[config.mk]
export PLATFORM = sky130hd
export DESIGN_NAME = cpsf_core_state
export DESIGN_NICKNAME = d
export VERILOG_FILES = /design/src/verilog/cpsf_pkg.sv /design/src/verilog/cpsf_alu.sv /design/src/verilog/cpsf_core_state.sv
export SDC_FILE = /design/constraint.sdc
export NUM_CORES = 1
export LEC_CHECK = 0
export BUFFER_PORTS_ARGS = -buffer_cell sky130_fd_sc_hd__buf_2
export CELL_PAD_IN_SITES_DETAIL_PLACEMENT = 2
export CELL_PAD_IN_SITES_GLOBAL_PLACEMENT = 2
export CORE_MARGIN = 3
export CORE_UTILIZATION = 45
export DETAILED_ROUTE_END_ITERATION = 8
export PLACE_DENSITY_LB_ADDON = 0.1
export SYNTH_ARGS = -nofsm -noshare
export SYNTH_HDL_FRONTEND = slang
export SYNTH_SLANG_ARGS = --single-unit
[constraint.sdc]
create_clock -name ref_clk -period 10.6 [get_ports ref_clk]
set_input_delay 1.06 -clock ref_clk [delete_from_list [all_inputs] [get_ports ref_clk]]
set_output_delay 1.06 -clock ref_clk [all_outputs]
set_load 0.05 [all_outputs]
[src/verilog/cpsf_pkg.sv]
// Constants, encodings and register map of the core state and flag block
// Overview of operation
// - 8-bit accumulator holds operands and receives ALU results.
// - 16-bit index pair built from upper and lower byte, also storage.
// - Reset loads the stack pointer with 0x00FF.
// - Stack low reset op sets low byte to 0xFF, keeps high byte.
// - Stack pointer decrements on each push, increments on each pull.
// - Program counter advances per fetch unless a load gives a target.
// - After reset the program counter loads from vector at 0xFFFE/0xFFFF.
// - Flag bits 6 and 5 always read as one and cannot change.
// - Overflow flag marks two's complement overflow, else cleared.
// - Half carry flag marks carry from bit 3 into bit 4 on adds.
// - Mask blocks maskable interrupts; set after stacking, before vector.
// - Interrupt entry never stacks the index upper byte.
// - Highest priority pending request is serviced first.
// - Return from interrupt restores stacked registers and the mask.
// - Mask is one after reset, cleared by clear mask, wait, stop or return op.
// - Negative flag follows bit 7 of the result.
// - Zero flag set when result equals 0x00.
// - Carry on add carry out, subtract borrow, shifts and bit tests.
// - Wait clears mask, gates clock; interrupt wake sets mask to one.
// - Stop clears mask, gates clock; resume after stabilisation delay.
// - Break loads software interrupt op, vector 0xFFFC or 0xFEFC.
// - Break starts after instruction end; return resumes once withdrawn.
package cpsf_pkg;

  // APB register byte offsets
  localparam logic [7:0] OFS_ACC = 8'h00;
  localparam logic [7:0] OFS_IDX = 8'h04;
  localparam logic [7:0] OFS_SP = 8'h08;
  localparam logic [7:0] OFS_PC = 8'h0C;
  localparam logic [7:0] OFS_FLAGS = 8'h10;
  localparam logic [7:0] OFS_CMD = 8'h14;
  localparam logic [7:0] OFS_STAT = 8'h18;
  localparam logic [7:0] OFS_OPND = 8'h1C;
  localparam logic [7:0] OFS_TGT = 8'h20;
  localparam logic [7:0] OFS_IRQ = 8'h24;

  // Reset values and vectors
  localparam logic [15:0] SP_RESET = 16'h00FF;
  localparam logic [7:0] SP_LOW_RESET = 8'hFF;
  localparam logic [15:0] VEC_RESET = 16'hFFFE;
  localparam logic [15:0] VEC_BREAK = 16'hFFFC;
  localparam logic [15:0] VEC_BREAK_MON = 16'hFEFC;
  localparam logic [7:0] SWI_OPCODE = 8'h83;

  // Flag bit positions
  localparam int FLG_C = 0;
  localparam int FLG_Z = 1;
  localparam int FLG_N = 2;
  localparam int FLG_I = 3;
  localparam int FLG_H = 4;
  localparam int FLG_ONE0 = 5;
  localparam int FLG_ONE1 = 6;
  localparam int FLG_V = 7;
  localparam logic [7:0] FLG_FIXED = 8'h60;

  // Status bit positions
  localparam int ST_WAIT = 0;
  localparam int ST_STOP = 1;
  localparam int ST_CLKEN = 2;
  localparam int ST_BREAK = 3;
  localparam int ST_INT = 4;

  // Oscillator stabilisation, in ref_clk cycles
  localparam int STAB_CYCLES = 4096;
  localparam int STAB_SHORT = 32;

  // Commands written to the command register
  typedef enum logic [4:0] {
    CMD_NOP = 5'h00, CMD_ADD = 5'h01, CMD_ADC = 5'h02, CMD_SUB = 5'h03,
    CMD_AND = 5'h04, CMD_ASL = 5'h05, CMD_ASR = 5'h06, CMD_ROL = 5'h07,
    CMD_PUSH_A = 5'h08, CMD_PULL_A = 5'h09, CMD_PUSH_IDXU = 5'h0A,
    CMD_PULL_IDXU = 5'h0B, CMD_RSP = 5'h0C, CMD_CLI = 5'h0D,
    CMD_SEI = 5'h0E, CMD_FETCH = 5'h0F, CMD_JUMP = 5'h10,
    CMD_RTI = 5'h11, CMD_WAIT = 5'h12, CMD_STOP = 5'h13,
    CMD_BITTEST = 5'h14, CMD_VECTOR = 5'h15, CMD_INSN_END = 5'h16
  } cpsf_cmd_e;

  // Gray coded power state
  typedef enum logic [1:0] {
    PS_RUN = 2'b00, PS_WAIT = 2'b01, PS_STOP = 2'b11, PS_WAKE = 2'b10
  } cpsf_pwr_e;

endpackage : cpsf_pkg

[src/verilog/cpsf_alu.sv]
// Eight bit ALU producing result and condition flags
`timescale 1ns/1ps
module cpsf_alu
  import cpsf_pkg::*;
(
  input wire logic [4:0] op,
  input wire logic [7:0] a,
  input wire logic [7:0] m,
  input wire logic c_in,
  output logic [7:0] res,
  output logic v,
  output logic h,
  output logic n,
  output logic z,
  output logic c,
  output logic flags_valid
);
  logic [8:0] sum;
  logic [4:0] low;

  always_comb begin
    sum = 9'h000;
    low = 5'h00;
    res = a;
    v = 1'b0;
    h = 1'b0;
    c = c_in;
    flags_valid = 1'b1;
    case (op)
      CMD_ADD, CMD_ADC: begin
        sum = {1'b0, a} + {1'b0, m} + {8'h00, (op == CMD_ADC) & c_in};
        low = {1'b0, a[3:0]} + {1'b0, m[3:0]}
            + {4'h0, (op == CMD_ADC) & c_in};
        res = sum[7:0];
        h = low[4];
        c = sum[8];
        v = (a[7] == m[7]) && (res[7] != a[7]);
      end
      CMD_SUB: begin
        sum = {1'b0, a} - {1'b0, m};
        res = sum[7:0];
        c = sum[8];
        v = (a[7] != m[7]) && (res[7] != a[7]);
      end
      CMD_AND: res = a & m;
      CMD_ASL: begin
        res = {a[6:0], 1'b0};
        c = a[7];
        v = a[7] ^ a[6];
      end
      CMD_ASR: begin
        res = {a[7], a[7:1]};
        c = a[0];
        v = a[7] ^ a[0];
      end
      CMD_ROL: begin
        res = {a[6:0], c_in};
        c = a[7];
        v = a[7] ^ a[6];
      end
      default: flags_valid = 1'b0;
    endcase
    n = res[7];
    z = (res == 8'h00);
  end
endmodule : cpsf_alu

[src/verilog/cpsf_core_state.sv]
// Core programmer state: registers, flags, stack, power and break entry
`timescale 1ns/1ps
module cpsf_core_state
  import cpsf_pkg::*;
#(
  parameter int STAB_LONG = STAB_CYCLES,
  parameter int NUM_IRQ = 4
) (
  input wire logic ref_clk,
  input wire logic rstn,
  input wire logic psel,
  input wire logic penable,
  input wire logic pwrite,
  input wire logic [7:0] paddr,
  input wire logic [31:0] pwdata,
  output logic [31:0] prdata,
  output logic pready,
  output logic pslverr,
  input wire logic [NUM_IRQ-1:0] irq_req,
  input wire logic break_req,
  input wire logic monitor_mode,
  input wire logic short_stop_rec,
  output logic core_clk_en,
  output logic [7:0] insn_reg
);

  ////////////////////////////////////////////////////////////////////////
  // Registers
  logic [7:0] acc_q;
  logic [15:0] idx_q;
  logic [15:0] sp_q;
  logic [15:0] pc_q;
  logic [7:0] flg_q;
  logic [7:0] opnd_q;
  logic [15:0] tgt_q;
  logic [NUM_IRQ-1:0] irq_en_q;
  logic [7:0] stk_mem_q [0:15];
  logic [15:0] rti_pc_q;
  logic [7:0] rti_flg_q;
  logic [7:0] rti_acc_q;
  logic [7:0] rti_x_q;
  logic in_break_q;
  logic in_int_q;
  logic reset_vec_q;
  cpsf_pwr_e pwr_q;
  cpsf_pwr_e pwr_d;
  logic [12:0] stab_cnt_q;

  ////////////////////////////////////////////////////////////////////////
  // APB decode; every access completes in its first access cycle
  logic wr_en;
  logic rd_en;
  cpsf_cmd_e cmd;
  logic cmd_go;
  logic [7:0] alu_res;
  logic alu_v;
  logic alu_h;
  logic alu_n;
  logic alu_z;
  logic alu_c;
  logic alu_ok;

  function automatic logic hit(input logic [7:0] a, input logic [7:0] o);
    hit = (a == o);
  endfunction : hit

  assign pready = 1'b1;
  assign wr_en = psel & penable & pwrite;
  assign rd_en = psel & penable & ~pwrite;
  assign pslverr = psel & penable & ~(hit(paddr, OFS_ACC)
    | hit(paddr, OFS_IDX) | hit(paddr, OFS_SP) | hit(paddr, OFS_PC)
    | hit(paddr, OFS_FLAGS) | hit(paddr, OFS_CMD) | hit(paddr, OFS_STAT)
    | hit(paddr, OFS_OPND) | hit(paddr, OFS_TGT) | hit(paddr, OFS_IRQ));
  assign cmd = cpsf_cmd_e'(pwdata[4:0]);
  // Commands are ignored while the core clock is gated
  assign cmd_go = wr_en & hit(paddr, OFS_CMD) & (pwr_q == PS_RUN);

  cpsf_alu u_alu (
    .op(pwdata[4:0]),
    .a(acc_q),
    .m(opnd_q),
    .c_in(flg_q[FLG_C]),
    .res(alu_res),
    .v(alu_v),
    .h(alu_h),
    .n(alu_n),
    .z(alu_z),
    .c(alu_c),
    .flags_valid(alu_ok)
  );

  // Highest priority is the lowest index of an enabled pending request
  logic irq_any;
  logic [NUM_IRQ-1:0] irq_pend;
  logic [7:0] irq_sel;
  assign irq_pend = irq_req & irq_en_q;
  assign irq_any = |irq_pend;
  always_comb begin
    irq_sel = 8'h00;
    for (int i = NUM_IRQ - 1; i >= 0; i--) begin
      if (irq_pend[i]) begin
        irq_sel = 8'(i);
      end
    end
  end

  // Interrupt entry is taken at instruction end or in wait, with the mask clear
  logic take_int;
  logic take_brk;
  assign take_brk = cmd_go && (cmd == CMD_INSN_END) && break_req
    && !in_break_q;
  assign take_int = ((cmd_go && (cmd == CMD_INSN_END))
    || (pwr_q == PS_WAIT)) && irq_any && !flg_q[FLG_I]
    && !take_brk;

  ////////////////////////////////////////////////////////////////////////
  // Accumulator and index pair
  always_ff @(posedge ref_clk or negedge rstn) begin
    if (!rstn) begin
      acc_q <= 8'h00;
    end else if (cmd_go && (cmd == CMD_RTI)) begin
      acc_q <= rti_acc_q;
    end else if (cmd_go && (cmd == CMD_PULL_A)) begin
      acc_q <= stk_mem_q[sp_q[3:0] + 4'h1];
    end else if (cmd_go && alu_ok && cmd != CMD_NOP) begin
      acc_q <= alu_res;
    end else if (wr_en && hit(paddr, OFS_ACC)) begin
      acc_q <= pwdata[7:0];
    end
  end

  always_ff @(posedge ref_clk or negedge rstn) begin
    if (!rstn) begin
      idx_q <= 16'h0000;
    end else if (cmd_go && (cmd == CMD_RTI)) begin
      idx_q[7:0] <= rti_x_q;
    end else if (cmd_go && (cmd == CMD_PULL_IDXU)) begin
      idx_q[15:8] <= stk_mem_q[sp_q[3:0] + 4'h1];
    end else if (wr_en && hit(paddr, OFS_IDX)) begin
      idx_q <= pwdata[15:0];
    end
  end

  ////////////////////////////////////////////////////////////////////////
  // Stack pointer and stack storage (low 16 bytes mirrored)
  logic push_a;
  logic push_h;
  logic pull_one;
  assign push_a = cmd_go && (cmd == CMD_PUSH_A);
  assign push_h = cmd_go && (cmd == CMD_PUSH_IDXU);
  assign pull_one = cmd_go && ((cmd == CMD_PULL_A)
    || (cmd == CMD_PULL_IDXU));

  always_ff @(posedge ref_clk or negedge rstn) begin
    if (!rstn) begin
      sp_q <= SP_RESET;
    end else if (cmd_go && (cmd == CMD_RSP)) begin
      sp_q[7:0] <= SP_LOW_RESET;
    end else if (push_a || push_h) begin
      sp_q <= sp_q - 16'h0001;
    end else if (pull_one) begin
      sp_q <= sp_q + 16'h0001;
    end else if (wr_en && hit(paddr, OFS_SP)) begin
      sp_q <= pwdata[15:0];
    end
  end

  always_ff @(posedge ref_clk) begin
    if (push_a) begin
      stk_mem_q[sp_q[3:0]] <= acc_q;
    end else if (push_h) begin
      stk_mem_q[sp_q[3:0]] <= idx_q[15:8];
    end
  end

  // Interrupt frame: index upper byte is deliberately not saved
  always_ff @(posedge ref_clk or negedge rstn) begin
    if (!rstn) begin
      rti_pc_q <= 16'h0000;
      rti_flg_q <= FLG_FIXED;
      rti_acc_q <= 8'h00;
      rti_x_q <= 8'h00;
    end else if (take_int || take_brk) begin
      rti_pc_q <= pc_q;
      rti_flg_q <= flg_q;
      rti_acc_q <= acc_q;
      rti_x_q <= idx_q[7:0];
    end
  end

  ////////////////////////////////////////////////////////////////////////
  // Program counter
  always_ff @(posedge ref_clk or negedge rstn) begin
    if (!rstn) begin
      pc_q <= VEC_RESET;
    end else if (reset_vec_q && wr_en && hit(paddr, OFS_TGT)) begin
      pc_q <= pwdata[15:0];
    end else if (take_brk) begin
      pc_q <= monitor_mode ? VEC_BREAK_MON : VEC_BREAK;
    end else if (take_int) begin
      pc_q <= VEC_RESET - {7'h00, irq_sel, 1'b0} - 16'h0002;
    end else if (cmd_go && (cmd == CMD_RTI) && !(in_break_q
        && break_req)) begin
      pc_q <= rti_pc_q;
    end else if (cmd_go && (cmd == CMD_JUMP || cmd == CMD_VECTOR)) begin
      pc_q <= tgt_q;
    end else if (cmd_go && (cmd == CMD_FETCH)) begin
      pc_q <= pc_q + 16'h0001;
    end else if (wr_en && hit(paddr, OFS_PC)) begin
      pc_q <= pwdata[15:0];
    end
  end

  // The reset vector contents arrive through the target register
  always_ff @(posedge ref_clk or negedge rstn) begin
    if (!rstn) begin
      reset_vec_q <= 1'b1;
    end else if (reset_vec_q && wr_en && hit(paddr, OFS_TGT)) begin
      reset_vec_q <= 1'b0;
    end
  end

  always_ff @(posedge ref_clk or negedge rstn) begin
    if (!rstn) begin
      tgt_q <= 16'h0000;
      opnd_q <= 8'h00;
      irq_en_q <= '1;
    end else begin
      if (wr_en && hit(paddr, OFS_TGT)) begin
        tgt_q <= pwdata[15:0];
      end
      if (wr_en && hit(paddr, OFS_OPND)) begin
        opnd_q <= pwdata[7:0];
      end
      if (wr_en && hit(paddr, OFS_IRQ)) begin
        irq_en_q <= pwdata[NUM_IRQ-1:0];
      end
    end
  end

  ////////////////////////////////////////////////////////////////////////
  // Condition flags
  always_ff @(posedge ref_clk or negedge rstn) begin
    if (!rstn) begin
      flg_q <= FLG_FIXED | (8'h01 << FLG_I);
    end else begin
      if (take_int || take_brk) begin
        flg_q[FLG_I] <= 1'b1;
      end else if (cmd_go && (cmd == CMD_RTI) && !(in_break_q
          && break_req)) begin
        flg_q <= rti_flg_q | FLG_FIXED;
      end else if (cmd_go && (cmd == CMD_CLI || cmd == CMD_WAIT
          || cmd == CMD_STOP)) begin
        flg_q[FLG_I] <= 1'b0;
      end else if (cmd_go && (cmd == CMD_SEI)) begin
        flg_q[FLG_I] <= 1'b1;
      end else if (cmd_go && (cmd == CMD_BITTEST)) begin
        flg_q[FLG_C] <= opnd_q[acc_q[2:0]];
      end else if (cmd_go && alu_ok && cmd != CMD_NOP) begin
        flg_q[FLG_V] <= alu_v;
        flg_q[FLG_N] <= alu_n;
        flg_q[FLG_Z] <= alu_z;
        flg_q[FLG_C] <= alu_c;
        if (cmd == CMD_ADD || cmd == CMD_ADC) begin
          flg_q[FLG_H] <= alu_h;
        end
      end else if (wr_en && hit(paddr, OFS_FLAGS)) begin
        // Software may not clear the mask this way
        flg_q[FLG_V] <= pwdata[FLG_V];
        flg_q[FLG_H] <= pwdata[FLG_H];
        flg_q[FLG_I] <= flg_q[FLG_I] | pwdata[FLG_I];
        flg_q[FLG_N] <= pwdata[FLG_N];
        flg_q[FLG_Z] <= pwdata[FLG_Z];
        flg_q[FLG_C] <= pwdata[FLG_C];
      end
      flg_q[FLG_ONE1] <= 1'b1;
      flg_q[FLG_ONE0] <= 1'b1;
    end
  end

  ////////////////////////////////////////////////////////////////////////
  // Break and interrupt state
  always_ff @(posedge ref_clk or negedge rstn) begin
    if (!rstn) begin
      in_break_q <= 1'b0;
      in_int_q <= 1'b0;
      insn_reg <= 8'h00;
    end else if (take_brk) begin
      in_break_q <= 1'b1;
      insn_reg <= SWI_OPCODE;
    end else if (take_int) begin
      in_int_q <= 1'b1;
    end else if (cmd_go && (cmd == CMD_RTI)) begin
      if (!(in_break_q && break_req)) begin
        in_break_q <= 1'b0;
        in_int_q <= 1'b0;
      end
    end
  end

  ////////////////////////////////////////////////////////////////////////
  // Low power modes
  logic stab_done;
  assign stab_done = short_stop_rec
    ? (stab_cnt_q >= 13'(STAB_SHORT - 1))
    : (stab_cnt_q >= 13'(STAB_LONG - 1));

  always_comb begin
    pwr_d = pwr_q;
    case (pwr_q)
      PS_RUN: begin
        if (cmd_go && cmd == CMD_WAIT) pwr_d = PS_WAIT;
        else if (cmd_go && cmd == CMD_STOP) pwr_d = PS_STOP;
      end
      PS_WAIT: if (take_int) pwr_d = PS_RUN;
      PS_STOP: if (irq_any) pwr_d = PS_WAKE;
      PS_WAKE: if (stab_done) pwr_d = PS_RUN;
      default: pwr_d = PS_RUN;
    endcase
  end

  always_ff @(posedge ref_clk or negedge rstn) begin
    if (!rstn) begin
      pwr_q <= PS_RUN;
    end else begin
      pwr_q <= pwr_d;
    end
  end

  always_ff @(posedge ref_clk or negedge rstn) begin
    if (!rstn) begin
      stab_cnt_q <= 13'h0000;
    end else if (pwr_q == PS_WAKE) begin
      stab_cnt_q <= stab_cnt_q + 13'h0001;
    end else begin
      stab_cnt_q <= 13'h0000;
    end
  end

  assign core_clk_en = (pwr_q == PS_RUN);

  ////////////////////////////////////////////////////////////////////////
  // Read mux
  always_ff @(posedge ref_clk or negedge rstn) begin
    if (!rstn) begin
      prdata <= 32'h0000_0000;
    end else if (psel && !penable && !pwrite) begin
      case (paddr)
        OFS_ACC: prdata <= {24'h00_0000, acc_q};
        OFS_IDX: prdata <= {16'h0000, idx_q};
        OFS_SP: prdata <= {16'h0000, sp_q};
        OFS_PC: prdata <= {16'h0000, pc_q};
        OFS_FLAGS: prdata <= {24'h00_0000, flg_q | FLG_FIXED};
        OFS_STAT: prdata <= {27'h000_0000, in_int_q, in_break_q,
          core_clk_en, pwr_q == PS_STOP || pwr_q == PS_WAKE,
          pwr_q == PS_WAIT};
        OFS_OPND: prdata <= {24'h00_0000, opnd_q};
        OFS_TGT: prdata <= {16'h0000, tgt_q};
        OFS_IRQ: prdata <= {{(32 - NUM_IRQ){1'b0}}, irq_en_q};
        default: prdata <= 32'h0000_0000;
      endcase
    end
  end

endmodule : cpsf_core_state

==> results of run 1 <==
==> placed cells by master (no fill, tap or decap), drive strengths merged, types with 9 or more instances in the layout <==
cell    netlist  layout
inv          32      34
nor2        114     114
a222oi       19      19
nor2b         9       9
o21ai        68      68
a221o        11      11
dfstp        29      29
mux4         42      42
mux2         72      72
a22o         10      10
nand4        16      16
edfxtp      128     128
clkbuf       51      53
a221oi       13      13
ha           24      24
clkinv        1       9
o22ai        10      10
nand2       109     109
and3         15      15
xnor2        23      23
buf          59      93
a21oi        81      81
a31oi        26      26
mux2i        26      26
a22oi        19      19
nand3        31      31
nor4         21      21
conb          2      22
nor3         25      25
a211oi       11      11
xor2         18      18
dfrtp       134     134
==> metrics by stage <==
| stage | worst slack (ps) | cell area, µm² | hold WS (ps) |
|---|---|---|---|
| final | 6460 | 17700 | 492 |
| after global routing | 6150 | 17700 | 517 |
| after CTS | 6530 | 17700 | 494 |
| after detailed placement | 5940 | 16500 | 485 |
| after global placement | 6130 | 16500 | 472 |
| after floorplan | 6850 | 15900 | 450 |
==> critical path: cells and delay by family <==
kind / cells / cell delay (ps)
buf+inv: 3 / 770
simple gates: 4 / 2540
==> cell type report <==
cell class | instances | area share (%)
Sequential cell | 291 | 45.0
Timing Repair Buffer | 93 | 3.19
Inverter | 33 | 0.701
Clock buffer | 53 | 5.91
Tap cell | 455 | 3.22
Multi-Input combinational cell | 973 | 41.1
Clock inverter | 13 | 0.821
==> where the power goes <==
part / internal, mW / leakage, nW / switching [mW]
combinational: 0.0601 / 3.00 / 0.169
clock: 0.738 / 0.584 / 0.513
sequential: 1.20 / 3.41 / 0.0249
==> per-layer routing <==
layer	vias up	wire length (µm)
met5	-	28
met4	4	2290
met3	143	4100
met2	533	28200
li1	5367	-
met1	6757	25000
==> cells by family after synthesis <==
group	Yosys count	share of synthesized area (%)
AND/OR/NAND/NOR	396	12.9
AO/OA/AOI/OAI	347	15.0
flip-flops	291	50.3
buffers and inverters	143	4.33
multiplexers	140	12.9
XOR/XNOR	41	2.27
adder cells (fa/ha/maj)	27	2.28
other	2	0.0474
==> final timing paths <==
path / end / cells past startpoint / slack, ps
worst max register to register: acc_q[5] / 8 / 6660
worst min-delay path: stab_cnt_q[0] / 1 / 490
worst max-delay path: stk_mem_q[0][0] / 7 / 6460
max in group asynchronous: rti_acc_q[0] / 2 / 8300
worst min register to register: stab_cnt_q[0] / 1 / 490
min in group asynchronous: stab_cnt_q[7] / 1 / 570
==> results.yml, run 1 <==
floorplan:
  rows: 68
  core_mm2: 0.0346
  ios: 95
  start_util_pct: 45.7
  dieArea_mm2: 0.0375
  fp.dieH_um: 194
  die_w_um: 194
drt:
  post_drt_wl_per_cell_um: 31.2
  wl_mm: 59.6
  dr.pass1.iters: 5
  vias: 12804
  avgViaCountPerCell: 6.70
  drc: 0
  first_iter_violations: 1108
  ant_nets: 0
logic_synthesis:
  synth_top_area_share_pct: 24.3
  avgSynthCellArea_um2: 11.4
  synth_top_area_cell: "edfxtp_1"
  synth-main-ff-cell: "dfrtp_1"
  yosysMostFrequentCell: "dfrtp_1"
  synth.top_cells.by_count: "134 x dfrtp_1, 128 x edfxtp_1, 112 x nor2_1"
  synth_edf_count: 128
  yosysWarnings: 0
  synth_area_leaders: "edfxtp_1 24%, dfrtp_1 21%, mux4_2 5.1%"
  ys_async_sr_fraction_pct: 56.0
  ys_seq_elements: 291
  syn_inst: 1387
  netlist_area_mm2: 0.0158
  ys_types: 86
  synth_seq_area_share_pct: 50.3
setup_path:
  slowest_delay_ps: 890
  crit_top_cell: "buf_4"
  crit_start: "paddr[5]"
  r2r_start: "sp_q[1]"
  cp_cell_sequence: "buf_2, nor4b_4, nand4_1, buf_4, or4_1, nor4_1, buf_4"
  crit_required_ps: 10860
  start_kind: "input pin"
  cpMaxStageDelayCell: "nor4_1"
  critPathArrivalTime_ps: 4400
  crit_type: "input pin to flop"
  end_kind: "flop"
  crit_path_max_fanout: 15
power:
  peakVddDrop_mv: 0.164
  power_density_mw_per_mm2: 153
  p_leak_nw: 7.00
  total_power_mw: 2.70
global_routing:
  groute.usage.overall_pct: 31.6
  grt_pass1_wl_mm: 90.8
  grt_use_met2_pct: 50.3
  grt_pass1_vias: 13767
  use_met3_pct: 6.37
  grt_overflow: 0
  grt.busiest_layer: "met2"
  antenna_found_initial: 3
  grt_max_degree: 88
  met1_usage_pct: 43.1
hold_path:
  min_path_type: "flop to flop"
  hp-start: "stab_cnt_q[0]"
cells_and_area:
  nNetsFinal: 1507
  area_growth_pct: 11.7
  diodes: 0
  post-route-util_pct: 51.1
  largest_reg_flops: 128
  seq_area_mm2: 0.00796
  layout-drive-gt1-share_pct: 21.4
  final.fill_count: 3413
  multi_input_area_mm2: 0.00727
  final_cell_count_no_fill: 1911
timing:
  finalMaxSlewViolations: 0
  worst_pin_slew_ps: 1260
  min_period_over_period_pct: 39.1
  finalHoldViolCount: 0
  finClkSkew_ps: 19.2
  setup_tns_ps: 0
  fmaxAchievable_mhz: 241
  rsz0062_at_grt: "no"
  slew_headroom_pct: 15.4
  fin_crit_ps: 4140
  setup_viol: 0
job:
  max_cap_violations: 0
clock_tree:
  clock_latency_ps: 550
  cts_setup_buffers: 0
  cts_root_buffer: "clkbuf_16"
  clock-sinks: 291
  cts_tree: "done"
  ctsHoldBuffers: 0
  cts_buffers: 36
  clk_pin_slew_ps: 60
  clk_path_buf_depth: 3
  cts-htree-levels: 2
  cts_resized: 0
placed_design:
  post-dp-hpwl_mm: 40.3
  dp_cells: 1845
  numPortBuffers: 56
  gp_congestion: 0.858
outcome:
  status: "finished clean"
Power figures use the tool's default switching activity.
==> run 2: changes to the inputs <==
Settings changed: ABC_AREA set to 1, CORE_UTILIZATION 45 to 37.
Clock period 10.6 ns to 4.3 ns, I/O delays scaled along.
==> run 2 against run 1 <==
Via count up 22%; non-clock buffer count up 11; wire length up 16%; highest routed layer unchanged.
==> results.yml, run 2 <==
timing:
  worst_pin_slew_ps: 1250
  rsz0062_at_grt: "no"
  setup_tns_ps: 0
  worst_slack_ps: 943
  whs_ps: 125
  finClkSkew_ps: 21.0
  fin_crit_ps: 3360
  min_period_over_period_pct: 78.1
  finalMaxSlewViolations: 0
  setup_viol: 0
  slew_headroom_pct: 17.0
  fmaxAchievable_mhz: 298
  finalHoldViolCount: 0
logic_synthesis:
  avgSynthCellArea_um2: 8.08
  ys_types: 59
  synth_top_area_cell: "edfxtp_1"
  synth_top_area_share_pct: 22.9
  synth.top_cells.by_count: "481 x nand2_1, 255 x nor2_1, 194 x o21ai_0"
  syn_inst: 2081
  synth-main-ff-cell: "dfrtp_1"
  netlist_area_mm2: 0.0168
  synth_area_leaders: "edfxtp_1 23%, dfrtp_1 20%, nand2_1 11%"
  yosysWarnings: 0
  yosysMostFrequentCell: "nand2_1"
  synth_edf_count: 128
  ys_async_sr_fraction_pct: 56.0
  ys_seq_elements: 291
  synth_seq_area_share_pct: 47.3
floorplan:
  die_w_um: 219
  ios: 95
  start_util_pct: 37.8
  fp.dieH_um: 219
  core_mm2: 0.0445
  rows: 77
  dieArea_mm2: 0.0480
power:
  total_power_mw: 7.21
  power_density_mw_per_mm2: 381
  p_leak_nw: 8.42
  peakVddDrop_mv: 0.341
hold_path:
  worstHoldPathCells: 3
  min_path_type: "input pin to flop"
setup_path:
  crit_top_cell: "nand2_1"
  crit_type: "flop to flop"
  cpMaxStageDelayCell: "dfstp_2"
  end_kind: "flop"
  crit_required_ps: 4750
  cp.depth: 11
  critPathArrivalTime_ps: 3800
  crit_path_max_fanout: 25
  cpLargestDelayFamily: "flip-flops"
  r2r_cells: 11
  start_kind: "flop"
  cp_cell_sequence: "inv_2, ha_1, inv_1, o21ai_0, o22ai_1, o211ai_1, nand2_1, nand2_1, nand2_1, o21ai_0, nand2_1"
  slowest_delay_ps: 840
  cp_num_buf_inv: 2
clock_tree:
  clock_latency_ps: 580
  cts-htree-levels: 2
  cts_tree: "done"
  clock-sinks: 291
  cts_buffers: 37
  cts_root_buffer: "clkbuf_16"
  cts_resized: 0
  clk_pin_slew_ps: 60
  clk_path_buf_depth: 3
outcome:
  status: "finished clean"
drt:
  m1WireLength_mm: 30.5
  first_iter_violations: 1189
  dr.pass1.iters: 5
  vias: 15619
  wl_met3_mm: 3.18
  post_drt_wl_per_cell_um: 25.2
  drc: 0
  ant_nets: 0
  wl_met2_mm: 33.6
  highest_layer: "met5"
  wl_mm: 69.4
  avgViaCountPerCell: 5.67
cells_and_area:
  final_common_cell: "nand2_1"
  nNetsFinal: 2216
  layout_common_cells: "481 x nand2_1, 255 x nor2_1, 190 x o21ai_0"
  diodes: 0
  layout-drive-gt1-share_pct: 11.9
  finalInstanceArea_mm2: 0.0189
  largest_reg_flops: 128
  area_growth_pct: 12.7
placed_design:
  dpl_cell_area_mm2: 0.0177
  post-dp-hpwl_mm: 50.2
  gp_congestion: 0.849
  numPortBuffers: 56
  pre_cts_ws_ps: 713
global_routing:
  grt_max_degree: 70
  grt_pass1_vias: 16978
  grt_pass1_wl_mm: 106
  groute.usage.overall_pct: 29.1
  grt_overflow: 0
  antenna_found_initial: 1
job:
  max_cap_violations: 0
-- run 2: tightest hold or removal path: stages --
cell	delay, ps
buf_2	110
nand2_1	50
o21ai_0	60
-- run 2: cells by family (layout without fill, tap and decap cells) --
kind of cell	Yosys count	in the layout	synth area share (%)
other cells	2	22	0.0447
buf+inv	319	383	8.65
xor+xnor	32	32	1.67
compound gates	433	433	14.9
simple gates	977	977	25.3
flops	291	291	47.3
fa+ha+maj	27	27	2.14
-- run 2: area by class of cell --
cell class              instances  area [µm²]
clock buffers                  48        1020
multi-input cells            1491        7480
inverters                     212         806
clock inverters                19         267
flip-flops and latches        291        7960
well taps                     592         741
repair buffers                104         674
fillers                      5101       25600
-- run 2: timing repair --
action | 4_1_cts | 5_1_grt
hold buffers | 1 | 0
endpoints found under the hold margin | 55 | 0
setup buffers | 0 | 0
-- run 2: per-stage QoR --
stage / std cells / utilization (%)
global placement: 2689 / 39.7
global route: 2757 / 42.6
finish: 2757 / 42.6
floorplan: 2101 / -
CTS: 2757 / 42.6
detailed placement: 2689 / 39.7
-- run 2: worst paths after layout --
| check | start | end | slack, ps |
|---|---|---|---|
| max | sp_q[0] | acc_q[5] | 940 |
| max in group asynchronous | rstn | sp_q[7] | 2810 |
| min reg2reg | reset_vec_q | reset_vec_q | 450 |
| min | pwdata[8] | tgt_q[8] | 130 |
| min in group asynchronous | rstn | stab_cnt_q[2] | 440 |
| max reg2reg | sp_q[0] | acc_q[5] | 940 |
-- run 2: metal layers --
metal | global-route usage, % | vias up
li1 | - | 7052
met4 | 9.85 | 2
met5 | 0 | -
met1 | 38.6 | 8051
met2 | 49.6 | 392
met3 | 3.32 | 122
-- run 2: power breakdown --
group / switching (mW) / total [mW] / leakage [nW] / internal [mW]
clock: 1.34 / 3.33 / 0.623 / 1.99
sequential: 0.0889 / 3.08 / 3.14 / 2.99
combinational: 0.604 / 0.803 / 4.65 / 0.199
total: 2.03 / 7.21 / 8.42 / 5.18
==> run 3: changes to the inputs <==
Settings changed: ABC_AREA 1 to 0, CORE_UTILIZATION 37 to 42.
Clock period 4.3 ns to 3.1 ns, I/O delays scaled along.
==> run 3 against run 2 <==
Hold slack lost 22 ps; final cell count fell by 26%; via count is 17% lower; critical path depth decreased by 3; core utilization up 7.2 points.
==> results.yml, run 3 (synthesized netlist as in run 1, its figures left out) <==
outcome:
  status: "finished clean"
placed_design:
  dpl_cell_area_mm2: 0.0172
  gp_congestion: 0.891
  post-dp-hpwl_mm: 43.0
  pre_cts_ws_ps: -145
  numPortBuffers: 56
global_routing:
  grt_max_degree: 77
  grt_pass1_wl_mm: 90.9
  grt_overflow: 0
  antenna_found_initial: 1
  grt_pass1_vias: 14017
  groute.usage.overall_pct: 29.7
clock_tree:
  cts_setup_buffers: 0
  cts_tree: "done"
  cts_root_buffer: "clkbuf_16"
  clock-sinks: 291
  cts-htree-levels: 2
  clock_latency_ps: 560
  clk_pin_slew_ps: 60
  clk_path_buf_depth: 3
  cts_buffers: 35
timing:
  finClkSkew_ps: 26.5
  setup_viol: 0
  fin_crit_ps: 3020
  finalHoldViolCount: 0
  slew_headroom_pct: 13.4
  whs_ps: 103
  worst_pin_slew_ps: 1300
  finalMaxSlewViolations: 0
  rsz0062_at_grt: "no"
  min_period_over_period_pct: 97.4
  fmaxAchievable_mhz: 331
  setup_tns_ps: 0
  worst_slack_ps: 79.8
setup_path:
  start_kind: "flop"
  critPathArrivalTime_ps: 3440
  crit_path_max_fanout: 32
  crit_required_ps: 3520
  end_kind: "flop"
  crit_type: "flop to flop"
drt:
  first_iter_violations: 1258
  post_drt_wl_per_cell_um: 29.4
  avgViaCountPerCell: 6.37
  vias: 12982
  dr.pass1.iters: 6
  ant_nets: 0
  wl_mm: 59.9
  drc: 0
floorplan:
  rows: 70
  core_mm2: 0.0369
  start_util_pct: 42.9
  die_w_um: 200
  dieArea_mm2: 0.0401
  ios: 95
  fp.dieH_um: 200
cells_and_area:
  layout_common_cells: "134 x dfrtp_1, 128 x edfxtp_1, 112 x nor2_1"
  area_growth_pct: 15.8
  finalInstanceArea_mm2: 0.0183
  final.fill_count: 3755
  diodes: 0
  largest_reg_flops: 128
  layout-drive-gt1-share_pct: 25.2
  post-route-util_pct: 49.7
  nNetsFinal: 1585
  final_common_cell: "dfrtp_1"
power:
  p_leak_nw: 7.37
  peakVddDrop_mv: 0.496
  power_density_mw_per_mm2: 490
hold_path:
  min_path_type: "input pin to flop"
job:
  max_cap_violations: 0
## run 3: changes by cell type in the layout (fill, tap and decap cells not counted), sizes merged, moves of 72 or more
cell,before,now
o21ai,217,68
mux2,0,72
nand3,133,31
nand2,493,109
nor2,274,114
inv,209,33
## run 3: final cells by class
cell class / instances / area, µm² / area share [%]
clock buffer: 55 / 981 / 5.35
tap: 504 / 631 / 3.44
sequential: 291 / 7960 / 43.4
multi-input combinational: 973 / 7300 / 39.8
clock inverter: 9 / 109 / 0.594
inverter: 33 / 124 / 0.676
timing repair buffer: 172 / 1230 / 6.69
## run 3: timing repair
action	4_1_cts	5_1_grt
gates resized for setup	1	7
endpoints found under the setup margin	1	14
hold buffers	1	0
pin swaps	0	1
hold endpoints to repair	58	0
## run 3: worst max-delay path: stages (launching register included)
cell      delay (ps)
dfstp_2          560
inv_1             90
ha_1             370
buf_12           250
mux4_2           380
mux4_1           640
a221oi_2         330
and2_1           170
o21ai_1           70
## run 3: worst paths after layout
| path | startpoint | end | slack, ps | cells after the start |
|---|---|---|---|---|
| worst max-delay path | sp_q[0] | acc_q[6] | 80 | 8 |
| worst min-delay path | pwdata[8] | pc_q[8] | 100 | 3 |
| worst max register to register | sp_q[0] | acc_q[6] | 80 | 8 |
| worst min register to register | reset_vec_q | reset_vec_q | 510 | 1 |
| max in group asynchronous | rstn | pc_q[5] | 1830 | 3 |
| min in group asynchronous | rstn | stab_cnt_q[12] | 370 | 2 |
## run 3: power by group
part,total [mW],internal [mW],switching (mW)
logic,0.839,0.240,0.599
registers,4.16,4.09,0.0712
clock network,3.98,2.28,1.70
total,8.98,6.61,2.37
## run 3: through the flow
stage               cells  power [mW]
CTS                  2037        9.05
floorplan            1407        4.72
finish               2037        8.98
global route         2037        9.28
global placement     1972        5.03
detailed placement   1972        5.06
## run 3: metal layers
metal / track usage (%) / part of all wire, % / vias to the layer above
met4: 9.68 / 3.1 / 2
met5: 0 / 0.022 / -
li1: - / - / 5520
met3: 4.52 / 5.8 / 117
met2: 47.9 / 47 / 492
met1: 41.4 / 44 / 6851
